--- src/rtl/pss_pkg.sv ---
package pss_pkg;
    // geometry
    localparam int SIG_BITS = 64;
    localparam int CFG_BITS = 256;
    localparam int CFG_AW = 8;
    localparam int NUM_REGS = 12;
    // power-up clear time in ns and its cycle count at 200 MHz
    localparam int CLK_PERIOD_PS = 5000;
    localparam int POWER_UP_CLEAR_TIME_NS = 45000;
    localparam int POWER_UP_CLEAR_CYC = (POWER_UP_CLEAR_TIME_NS * 1000) / CLK_PERIOD_PS;
    // clock must be valid within this time; kept for reference by the bench
    localparam int CLOCK_VALID_AFTER_POWER_TIME_NS = 100;
    // cycles spent erasing the array before a program write lands
    localparam int ERASE_CYC = 256;
    // programmer mode codes
    typedef enum logic [2:0] {
        PSS_MODE_NORMAL = 3'b000,
        PSS_MODE_PROG = 3'b001,
        PSS_MODE_READ = 3'b010,
        PSS_MODE_SIG_WR = 3'b011,
        PSS_MODE_SIG_RD = 3'b100,
        PSS_MODE_SECURE = 3'b101,
        PSS_MODE_PRELOAD = 3'b110
    } pss_mode_t;
    typedef enum logic [1:0] {
        PSS_ST_RESET = 2'b00,
        PSS_ST_RUN = 2'b01,
        PSS_ST_ERASE = 2'b10,
        PSS_ST_WRITE = 2'b11
    } pss_state_t;
    localparam logic [7:0] CFG_ERASED = 8'hFF;
    localparam logic REG_CLEAR = 1'b0;
endpackage : pss_pkg

--- src/rtl/pss_cfg_mem.sv ---
`timescale 1ns/1ps
module pss_cfg_mem #(
    parameter int DEPTH = 256,
    parameter int AW = 8
) (
    input wire logic clk_in,
    input wire logic wr_en_in,
    input wire logic [AW-1:0] wr_addr_in,
    input wire logic wr_data_in,
    input wire logic [AW-1:0] rd_addr_in,
    output logic rd_data_out
);
    // no reset on the array: nonvolatile contents survive power-up
    logic mem [DEPTH];
    always_ff @(posedge clk_in) begin
        if (wr_en_in) begin
            mem[wr_addr_in] <= wr_data_in;
        end
        rd_data_out <= mem[rd_addr_in];
    end
endmodule : pss_cfg_mem

--- src/rtl/pss_top.sv ---
`timescale 1ns/1ps
// Functional notes
// - a rewritable 64-bit store holds arbitrary user signature data
// - signature readback works whatever the security cell holds
// - once security is set, configuration readback is refused
// - security clears on rst_in or when a programming cycle enters erase
// - every programming cycle erases the array by itself first
// - each registered output may be forced high or low synchronously
// - after power-up every register is cleared low within 45 us
// - undriven pins read as logic 1 through the pull-up
module pss_top #(
    parameter int NUM_REGS = pss_pkg::NUM_REGS,
    parameter int CLEAR_CYC = pss_pkg::POWER_UP_CLEAR_CYC,
    parameter int ERASE_CYC = pss_pkg::ERASE_CYC
) (
    input wire logic clk_in,
    input wire logic rst_in,
    input wire logic [2:0] mode_in,
    input wire logic strobe_in,
    input wire logic [pss_pkg::CFG_AW-1:0] addr_in,
    input wire logic data_in,
    input wire logic data_oe_in,
    input wire logic [NUM_REGS-1:0] pin_in,
    input wire logic [NUM_REGS-1:0] pin_driven_in,
    input wire logic [NUM_REGS-1:0] d_in,
    output logic data_out,
    output logic data_valid_out,
    output logic refused_out,
    output logic busy_out,
    output logic secure_out,
    output logic ready_out,
    output logic [NUM_REGS-1:0] pin_level_out,
    output logic [NUM_REGS-1:0] q_out
);
    // ****************************************
    // modes and pin levels
    // ****************************************
    pss_pkg::pss_state_t state_r;
    logic [31:0] cnt_r;
    logic [pss_pkg::SIG_BITS-1:0] sig_r;
    logic secure_r;
    logic [pss_pkg::CFG_AW-1:0] eaddr_r;
    logic pend_data_r;
    logic [pss_pkg::CFG_AW-1:0] pend_addr_r;
    logic rd_pend_r;
    logic rd_sig_r;
    localparam int SIG_AW = $clog2(pss_pkg::SIG_BITS);
    logic [SIG_AW-1:0] sig_idx_r;
    logic mem_q;
    logic mem_we;
    logic [pss_pkg::CFG_AW-1:0] mem_wa;
    logic mem_wd;
    logic data_lvl;
    logic run;
    logic [NUM_REGS-1:0] pin_lvl;

    assign run = (state_r == pss_pkg::PSS_ST_RUN);
    assign data_lvl = data_oe_in ? data_in : 1'b1;
    assign pin_lvl = pin_in | ~pin_driven_in;
    assign pin_level_out = pin_lvl;
    assign busy_out = (state_r == pss_pkg::PSS_ST_ERASE) || (state_r == pss_pkg::PSS_ST_WRITE);
    assign ready_out = run;
    assign secure_out = secure_r;

    function automatic logic mode_is(input logic [2:0] m, input pss_pkg::pss_mode_t c);
        mode_is = (m == c);
    endfunction : mode_is

    // ****************************************
    // power-up clear and programming sequencer
    // ****************************************
    always_ff @(posedge clk_in or posedge rst_in) begin
        if (rst_in) begin
            state_r <= pss_pkg::PSS_ST_RESET;
            cnt_r <= '0;
            eaddr_r <= '0;
            pend_data_r <= 1'b0;
            pend_addr_r <= '0;
        end else begin
            unique case (state_r)
                pss_pkg::PSS_ST_RESET: begin
                    // clear time counted from reset release
                    if (cnt_r >= 32'(CLEAR_CYC - 1)) begin
                        state_r <= pss_pkg::PSS_ST_RUN;
                        cnt_r <= '0;
                    end else begin
                        cnt_r <= cnt_r + 32'h0000_0001;
                    end
                end
                pss_pkg::PSS_ST_RUN: begin
                    if (strobe_in && mode_is(mode_in, pss_pkg::PSS_MODE_PROG)) begin
                        // erase is implicit, programmer never asks for it
                        state_r <= pss_pkg::PSS_ST_ERASE;
                        eaddr_r <= '0;
                        pend_data_r <= data_lvl;
                        pend_addr_r <= addr_in;
                    end
                end
                pss_pkg::PSS_ST_ERASE: begin
                    eaddr_r <= eaddr_r + 8'h01;
                    if (eaddr_r == 8'(ERASE_CYC - 1)) begin
                        state_r <= pss_pkg::PSS_ST_WRITE;
                    end
                end
                pss_pkg::PSS_ST_WRITE: begin
                    state_r <= pss_pkg::PSS_ST_RUN;
                end
            endcase
        end
    end

    assign mem_we = (state_r == pss_pkg::PSS_ST_ERASE) || (state_r == pss_pkg::PSS_ST_WRITE);
    assign mem_wa = (state_r == pss_pkg::PSS_ST_ERASE) ? eaddr_r : pend_addr_r;
    assign mem_wd = (state_r == pss_pkg::PSS_ST_ERASE) ? pss_pkg::CFG_ERASED[0] : pend_data_r;

    pss_cfg_mem #(
        .DEPTH(pss_pkg::CFG_BITS),
        .AW(pss_pkg::CFG_AW)
    ) u_mem (
        .clk_in(clk_in),
        .wr_en_in(mem_we),
        .wr_addr_in(mem_wa),
        .wr_data_in(mem_wd),
        .rd_addr_in(addr_in),
        .rd_data_out(mem_q)
    );

    // ****************************************
    // security cell and signature store
    // ****************************************
    always_ff @(posedge clk_in or posedge rst_in) begin
        if (rst_in) begin
            secure_r <= 1'b0;
        end else if (state_r == pss_pkg::PSS_ST_ERASE) begin
            secure_r <= 1'b0;
        end else if (run && strobe_in && mode_is(mode_in, pss_pkg::PSS_MODE_SECURE)) begin
            secure_r <= 1'b1;
        end
    end

    // store not cleared by reset: its contents are nonvolatile
    always_ff @(posedge clk_in) begin
        if (run && strobe_in && mode_is(mode_in, pss_pkg::PSS_MODE_SIG_WR)) begin
            sig_r[addr_in[SIG_AW-1:0]] <= data_lvl;
        end
    end

    // ****************************************
    // readback
    // ****************************************
    always_ff @(posedge clk_in or posedge rst_in) begin
        if (rst_in) begin
            rd_pend_r <= 1'b0;
            rd_sig_r <= 1'b0;
            sig_idx_r <= '0;
            refused_out <= 1'b0;
        end else begin
            rd_pend_r <= run && strobe_in && mode_is(mode_in, pss_pkg::PSS_MODE_READ) && !secure_r;
            rd_sig_r <= run && strobe_in && mode_is(mode_in, pss_pkg::PSS_MODE_SIG_RD);
            sig_idx_r <= addr_in[SIG_AW-1:0];
            refused_out <= run && strobe_in && mode_is(mode_in, pss_pkg::PSS_MODE_READ)
                && secure_r;
        end
    end

    always_ff @(posedge clk_in or posedge rst_in) begin
        if (rst_in) begin
            data_out <= 1'b0;
            data_valid_out <= 1'b0;
        end else begin
            data_valid_out <= rd_pend_r || rd_sig_r;
            if (rd_sig_r) begin
                data_out <= sig_r[sig_idx_r];
            end else if (rd_pend_r) begin
                data_out <= mem_q;
            end else begin
                data_out <= 1'b0;
            end
        end
    end

    // ****************************************
    // registered outputs with preload
    // ****************************************
    genvar gi;
    generate
        for (gi = 0; gi < NUM_REGS; gi++) begin : g_reg
            always_ff @(posedge clk_in or posedge rst_in) begin
                if (rst_in) begin
                    q_out[gi] <= pss_pkg::REG_CLEAR;
                end else if (state_r == pss_pkg::PSS_ST_RESET) begin
                    q_out[gi] <= pss_pkg::REG_CLEAR;
                end else if (run && mode_is(mode_in, pss_pkg::PSS_MODE_PRELOAD)) begin
                    // only the preload mode reaches this path
                    if (strobe_in) begin
                        q_out[gi] <= pin_lvl[gi];
                    end
                end else if (run && mode_is(mode_in, pss_pkg::PSS_MODE_NORMAL)) begin
                    q_out[gi] <= d_in[gi];
                end
            end
        end
    endgenerate

    // ****************************************
    // checks
    // ****************************************
    AST_SEC_REFUSE: assert property (@(posedge clk_in) disable iff (rst_in)
        (run && strobe_in && mode_in == pss_pkg::PSS_MODE_READ && secure_r)
        |=> refused_out && !rd_pend_r)
        else $error("config read not refused while secure");
    AST_SIG_READ: assert property (@(posedge clk_in) disable iff (rst_in)
        (run && strobe_in && mode_in == pss_pkg::PSS_MODE_SIG_RD) |=> ##1 data_valid_out)
        else $error("signature read gave no data");
    AST_SEC_CLEAR: assert property (@(posedge clk_in) disable iff (rst_in)
        ($fell(secure_r)) |-> $past(state_r) == pss_pkg::PSS_ST_ERASE)
        else $error("security cleared outside programming");
    AST_AUTO_ERASE: assert property (@(posedge clk_in) disable iff (rst_in)
        // security drops one cycle into the erase, not at the strobe
        (run && strobe_in && mode_in == pss_pkg::PSS_MODE_PROG)
        |=> busy_out ##1 (busy_out && !secure_r))
        else $error("programming did not start erase");
    AST_PRELOAD: assert property (@(posedge clk_in) disable iff (rst_in)
        (run && strobe_in && mode_in == pss_pkg::PSS_MODE_PRELOAD) |=> q_out == $past(pin_lvl))
        else $error("preload value not loaded");
    AST_NO_PRELOAD_NORMAL: assert property (@(posedge clk_in) disable iff (rst_in)
        (run && mode_in == pss_pkg::PSS_MODE_NORMAL) |=> q_out == $past(d_in))
        else $error("normal mode did not follow data");
    AST_CLEAR_LOW: assert property (@(posedge clk_in) disable iff (rst_in)
        (state_r == pss_pkg::PSS_ST_RESET) |-> q_out == '0)
        else $error("register not clear during power-up");
    AST_PULLUP: assert property (@(posedge clk_in) disable iff (rst_in)
        (pin_driven_in == '0) |-> pin_level_out == '1)
        else $error("undriven pin not read high");
endmodule : pss_top

--- config.mk ---
export PLATFORM = sky130hd
export DESIGN_NAME = pss_top
export DESIGN_NICKNAME = d
export VERILOG_FILES = /design/src/rtl/pss_pkg.sv /design/src/rtl/pss_cfg_mem.sv /design/src/rtl/pss_top.sv
export SDC_FILE = /design/constraint.sdc
export NUM_CORES = 1
export LEC_CHECK = 0
export BUFFER_PORTS_ARGS = -buffer_cell sky130_fd_sc_hd__buf_2
export CAP_MARGIN = 20
export CELL_PAD_IN_SITES_DETAIL_PLACEMENT = 1
export CELL_PAD_IN_SITES_GLOBAL_PLACEMENT = 1
export CORE_MARGIN = 5
export CORE_UTILIZATION = 40
export CTS_CLUSTER_DIAMETER = 100
export DETAILED_ROUTE_END_ITERATION = 10
export PLACE_DENSITY_LB_ADDON = 0.15
export SKIP_LAST_GASP = 1
export SYNTH_ARGS = -nofsm -noshare
export SYNTH_HDL_FRONTEND = slang
export SYNTH_SLANG_ARGS = --single-unit
--- constraint.sdc ---
create_clock -name clk_in -period 5.4 [get_ports clk_in]
set_input_delay 0.54 -clock clk_in [delete_from_list [all_inputs] [get_ports clk_in]]
set_output_delay 0.54 -clock clk_in [all_outputs]
set_load 0.01 [all_outputs]
Word-level counts from Yosys, hierarchy flattened
Memories as Yosys holds them, arrays and structs flattened. A register that Yosys moved wholly into a read port is not among the register bits.
Index checks and enable logic that the tools add are counted.
{"block": "totals", "regBits": 139, "ramBits": 256, "inputBits": 52, "output_inout_bits": 30, "wordCells": 140, "memories": 1}
{"block": "classes", "n_addsub": 2, "order_cmp": 4, "n_eq_ne": 14, "n_mux": 69, "n_bitwise": 2, "n_reduce_logical": 23}
{"name": "u_mem.mem", "depth": 256, "width": 1, "rd": 1, "rd_ports_with_merged_regs": 1, "wr": 1, "line_no": "pss_cfg_mem.sv:14", "rtl": "logic mem [DEPTH];"}
{"operator": "$bwmux 64", "n": 1}
{"operator": "$mux 1", "n": 58}
{"operator": "$add 32x1->32 const B", "n": 1}
{"operator": "$ge 32x14->1 const B", "n": 1}
{"operator": "$mux 32", "n": 1}
{"operator": "$mux 8", "n": 2}
{"operator": "$pmux 8 s2", "n": 1}
{"operator": "$lt 6x7->1 const B", "n": 2}
{"operator": "$not 12->12", "n": 1}
{"operator": "$or 12x12->12", "n": 1}
{"operator": "$logic_and 1x1->1", "n": 11}
{"operator": "$eq 3x3->1 const B", "n": 3}
{"operator": "$add 8x1->8 const B", "n": 1}
{"operator": "$eq 8x8->1 const B", "n": 1}
{"operator": "$pmux 2 s4", "n": 1}
{"operator": "$bmux 1 s6", "n": 1}
{"operator": "$demux 1 s6", "n": 1}
{"operator": "$eq 3x2->1 const B", "n": 2}
{"operator": "$ge 6x1->1 const B", "n": 1}
{"operator": "$mux 2", "n": 3}
{"operator": "$reduce_and 2->1", "n": 3}
{"operator": "$eq 2x2->1 const B", "n": 2}
{"operator": "$ne 2x2->1 const B", "n": 2}
{"operator": "$reduce_bool 2->1", "n": 2}
{"operator": "10 further kinds", "n": 11}

Logic depth before layout (Yosys ltp)
{"block": "logic_depth", "word_depth": 5, "ltp_mapped": 11}

Hierarchy
A second synthesis with hierarchy kept.
{"block": "unflattened", "cells_unflattened": 1316, "hier_area_um2": 17458.0}
{"module": "pss_cfg_mem", "instances": 1, "cells_each": 788, "area_per_inst_um2": 11128.2}
{"module": "pss_top", "instances": 1, "cells_each": 528, "area_per_inst_um2": 6329.8}

Worst setup path after synthesis
Ideal clock, no wire load.
{"block": "synth_path", "path_type": "reg2reg", "start": "register state_r[0]", "end": "memory u_mem.mem[0], data pin", "arrival_time_ns": 3.201, "required_time_ns": 4.846, "slack_ns": 1.645, "path_stages_with_launch": 7, "path_buffers": 3, "synth_period_minus_slack_ns": 3.755, "path_cell_list": "dfrtp_1 -> inv_1 -> ha_1 -> clkbuf_1 -> clkbuf_1 -> clkbuf_1 -> or2_2"}
{"block": "synth_between", "elab_chain_len": 2}
{"element": "start: declaration", "line_no": "pss_top.sv:38", "rtl": "pss_pkg::pss_state_t state_r;"}
{"element": "start signal: assignment", "line_no": "pss_top.sv:74", "rtl": "state_r <= pss_pkg::PSS_ST_RESET;"}
{"element": "start signal: assignment", "line_no": "pss_top.sv:84", "rtl": "state_r <= pss_pkg::PSS_ST_RUN;"}
{"element": "start signal: assignment", "line_no": "pss_top.sv:93", "rtl": "state_r <= pss_pkg::PSS_ST_ERASE;"}
{"element": "$eq 2x2->1", "line_no": "pss_top.sv:114", "rtl": "assign mem_wd = (state_r == pss_pkg::PSS_ST_ERASE) ? pss_pkg::CFG_ERASED[0] : pend_data_r;"}
{"element": "$mux 1", "line_no": "pss_top.sv:114"}
{"element": "via mem_wd", "line_no": "pss_top.sv:52", "rtl": "logic mem_wd;"}
{"element": "end: declaration", "line_no": "pss_cfg_mem.sv:14"}
The timed path passes the listed nets, and every way through them passes these cells.

Worst setup path in the final report
{"block": "layout_path", "start": "register state_r[0]", "end": "memory u_mem.mem[129] (enable)"}
{"block": "layout_between", "elab_chain_len": 4, "word_cells_on_any_way": 6}
{"element": "$eq 2x2->1, on equally long branches", "line_no": "pss_top.sv:112, pss_top.sv:113"}
{"element": "$logic_or 1x1->1", "line_no": "pss_top.sv:112", "rtl": "assign mem_we = (state_r == pss_pkg::PSS_ST_ERASE) || (state_r == pss_pkg::PSS_ST_WRITE);"}
{"element": "$mux 1", "line_no": "pss_cfg_mem.sv:16", "rtl": "if (wr_en_in) begin"}
{"element": "$mux 1 (implied by the code)", "line_no": "pss_cfg_mem.sv:17", "rtl": "mem[wr_addr_in] <= wr_data_in;"}
Parallel ways exist; a longest one is shown, timed or not.

==> impl_metrics.py <==
metrics = {
    "routing": {
        "drt-wirelength-per-cell_microns": 24.0,
        "drt_iter0_drc": 1073,
        "drc": 0,
        "drt_wl_total_microns": 49300,
        "dr_total_vias": 11600,
        "dr.pass1.iters": 5,
        "ant_nets": 0,
        "vias_per_cell": 5.66,
    },
    "grt": {
        "grt_pass1_vias": 11900,
        "grt_usage_pct": 20.3,
        "grt_max_degree": 257,
        "grt_antenna_before_repair": 0,
        "grt_pass1_wl_microns": 74200,
        "grt-ovfl-total": 0,
    },
    "yosys": {
        "synth_edf_count": 320,
        "yosysTopAreaCellShare_pct": 54.5,
        "syn_inst": 1386,
        "syn_nets": 1445,
        "netlist-cell-type-count": 61,
        "yosys_warnings": 0,
        "synth_most_common_cell": "nor2_1",
        "synth_area_sq_um": 17600,
        "netlist_top_cells_area": "edfxtp_1 55%, dfrtp_1 11%, nor2_1 7.5%, mux4_2 6.5%, nand2_1 2.0%",
        "ys.flop_type": "edfxtp_1",
        "ys_top_cells_by_count": "350 x nor2_1, 320 x edfxtp_1, 95 x nand2_1",
        "synth_top_cell_by_area": "edfxtp_1",
        "avgSynthCellArea_sq_um": 12.7,
        "async_flop_share_pct": 18.9,
        "synth_seq_area_share_pct": 65.3,
        "ys_seq_elements": 396,
    },
    "clocking": {
        "clockBufferDepth": 3,
        "path_clk_slew_ps": 60,
        "cts_root_buffer": "clkbuf_16",
        "cts_tree": "built",
        "post_cts_buffers": 0,
        "clkSinkCount": 396,
        "numCtsBuffers": 45,
        "worstSkewPairLatency_ps": 570,
        "cts_max_level": 2,
    },
    "power": {
        "cellPowerDensity_nw_per_um2": 324,
        "intPower_mw": 5.09,
        "clockPowerShare_pct": 45.9,
        "switching_share_pct": 21.2,
        "power_frac_seq_pct": 50.7,
        "leakagePower_nw": 7.19,
        "net-switching-power_mw": 1.37,
        "irDropWorstVdd_v": 0.000253,
        "comb_power_share_pct": 3.3,
    },
    "floorplan": {
        "die_h_microns": 220,
        "rows": 76,
        "initial_utilization_pct": 40.6,
        "dieArea_sq_um": 48300,
        "num_io_pins": 82,
        "die_w_microns": 220,
        "core_area_sq_um": 43400,
    },
    "cells_and_area": {
        "fill_cells": 4522,
        "finalNetCount": 1492,
        "area_growth_pct": 13.4,
        "diodes": 0,
        "fin_area_sq_um": 20000,
        "final_layout_size_suffix_gt1_share_pct": 16.6,
    },
    "sta": {
        "drv_slew": 0,
        "rsz0062_at_grt": "false",
        "post-route-min-period_ps": 3510,
        "timing.final.crit_share_pct": 65.0,
        "tightest_slew_ps": 1320,
        "finalSetupViolCount": 0,
        "holdWs_ps": 234,
        "skew_ps": 12.1,
        "slew_headroom_pct": 11.8,
        "fin_tns_setup_ps": 0,
        "fmax_ghz": 0.285,
        "finalHoldViolCount": 0,
    },
    "critical_path": {
        "critical_path_arrival_ps": 3760,
        "setup.worst_path.class": "flop to flop",
        "startpoint_type": "flop",
        "cp.required_ps": 5660,
        "path_max_fanout": 25,
        "cp-end-kind": "flop",
    },
    "place": {
        "hpwl_microns": 30500,
        "portBuffers": 81,
        "gp_congestion": 0.794,
        "dpl_cell_area_sq_um": 18500,
    },
    "worst_hold_path": {
        "hold_path_class": "input port to flop",
    },
    "outcome": {
        "outcome": "complete, no violations",
    },
    "flow_run": {
        "cap_violations": 0,
    },
}
==> cell families (layout without fill, tap and decap cells) <==
kind of cell | after synthesis | count (layout) | share of synthesized area, %
AOI/OAI and AO/OA | 175 | 175 | 7.36
buffers and inverters | 119 | 201 | 2.76
adders and majority gates | 7 | 7 | 0.497
and+or+nand+nor | 580 | 580 | 14.1
xor gates and xnor gates | 2 | 2 | 0.0995
DFF | 396 | 396 | 65.3
muxes | 107 | 107 | 9.88
==> state kept, by name, indices dropped and copies added, names as in the netlist, 2 cells and up <==
name,count
sig_r,64
pend_addr_r,8
eaddr_r,8
cnt_r,32
state_r,2
sig_idx_r,6
u_mem.mem,256
q_out,12
==> routing by layer <==
metal | vias to the layer above | GRT usage (%) | part of all wire [%]
li1 | 5192 | - | -
met1 | 6010 | 28.0 | 44
met2 | 337 | 33.5 | 48
met3 | 81 | 3.41 | 6.1
met4 | 0 | 5.85 | 2.5
met5 | - | 0 | 0
==> path summary, 6_finish.rpt <==
| check | endpoint | start | cells after the start | slack (ps) |
|---|---|---|---|---|
| setup / recovery | u_mem.mem[129]$_DFFE_PP_ | state_r[0]$_DFFE_PP0P_ | 7 | 1890 |
| hold / removal | sig_idx_r[5]$_DFF_PP0_ | addr_in[5] | 1 | 230 |
| setup reg to reg | u_mem.mem[129]$_DFFE_PP_ | state_r[0]$_DFFE_PP0P_ | 7 | 1890 |
| hold reg to reg | q_out[8]$_DFFE_PP0P_ | q_out[8]$_DFFE_PP0P_ | 2 | 470 |
| max in group asynchronous | sig_idx_r[0]$_DFF_PP0_ | rst_in | 5 | 4360 |
| min in group asynchronous | q_out[11]$_DFFE_PP0P_ | rst_in | 4 | 480 |
==> power groups by stage <==
stage	registers, mW	clock network, mW	logic, mW
4_1_cts	3.28	3.04	0.206
3_3_place_gp	3.34	0	0.201
5_1_grt	3.28	3.18	0.228
3_5_place_dp	3.34	0	0.205
6_report	3.28	2.97	0.214
2_1_floorplan	3.34	0	0.129
==> cell usage in the layout (no fill, tap or decap), drive strengths merged, types with 8 or more instances in the layout <==
cell,instances
nand2b,22
edfxtp,320
nand3,33
nor2,350
mux2i,31
mux4,51
a22oi,12
o31ai,20
clkbuf,68
mux2,25
nand2,95
a221oi,28
o32ai,8
clkinv,12
o21ai,32
o22ai,12
nor3,9
inv,18
nor2b,27
buf,99
dfrtp,75
and3,10
a22o,11
==> repair_timing <==
| action | 4_1_cts | 5_1_grt |
|---|---|---|
| hold endpoints to repair | 0 | 7 |
| gates resized for setup | 0 | 0 |
| hold buffers | 0 | 1 |
==> metrics by stage <==
stage	util, %	power (mW)	cells	worst slack [ps]
4_1_cts	45.9	6.53	2048	1870
3_5_place_dp	42.6	3.55	1966	1790
2_1_floorplan	-	3.47	1386	1640
3_3_place_gp	42.6	3.55	1965	1810
5_1_grt	46.1	6.69	2053	1610
6_report	46.1	6.46	2053	1890
==> cell type report <==
class / count / area, sq um / area share, %
Timing Repair Buffer: 100 / 619 / 3.10
Clock inverter: 14 / 116 / 0.583
Multi-Input combinational cell: 871 / 5630 / 28.2
Tap cell: 585 / 732 / 3.66
Clock buffer: 68 / 1290 / 6.48
Inverter: 19 / 72.6 / 0.363
Sequential cell: 396 / 11500 / 57.6
==> critical path: stages, from the launching register on <==
cell	delay, ps
dfrtp_1	430
inv_1	90
ha_1	340
buf_4	280
nand2b_1	180
o21ai_1	630
nand3_1	870
nor2_1	370
Note: power is estimated with default switching activity, not from simulation.
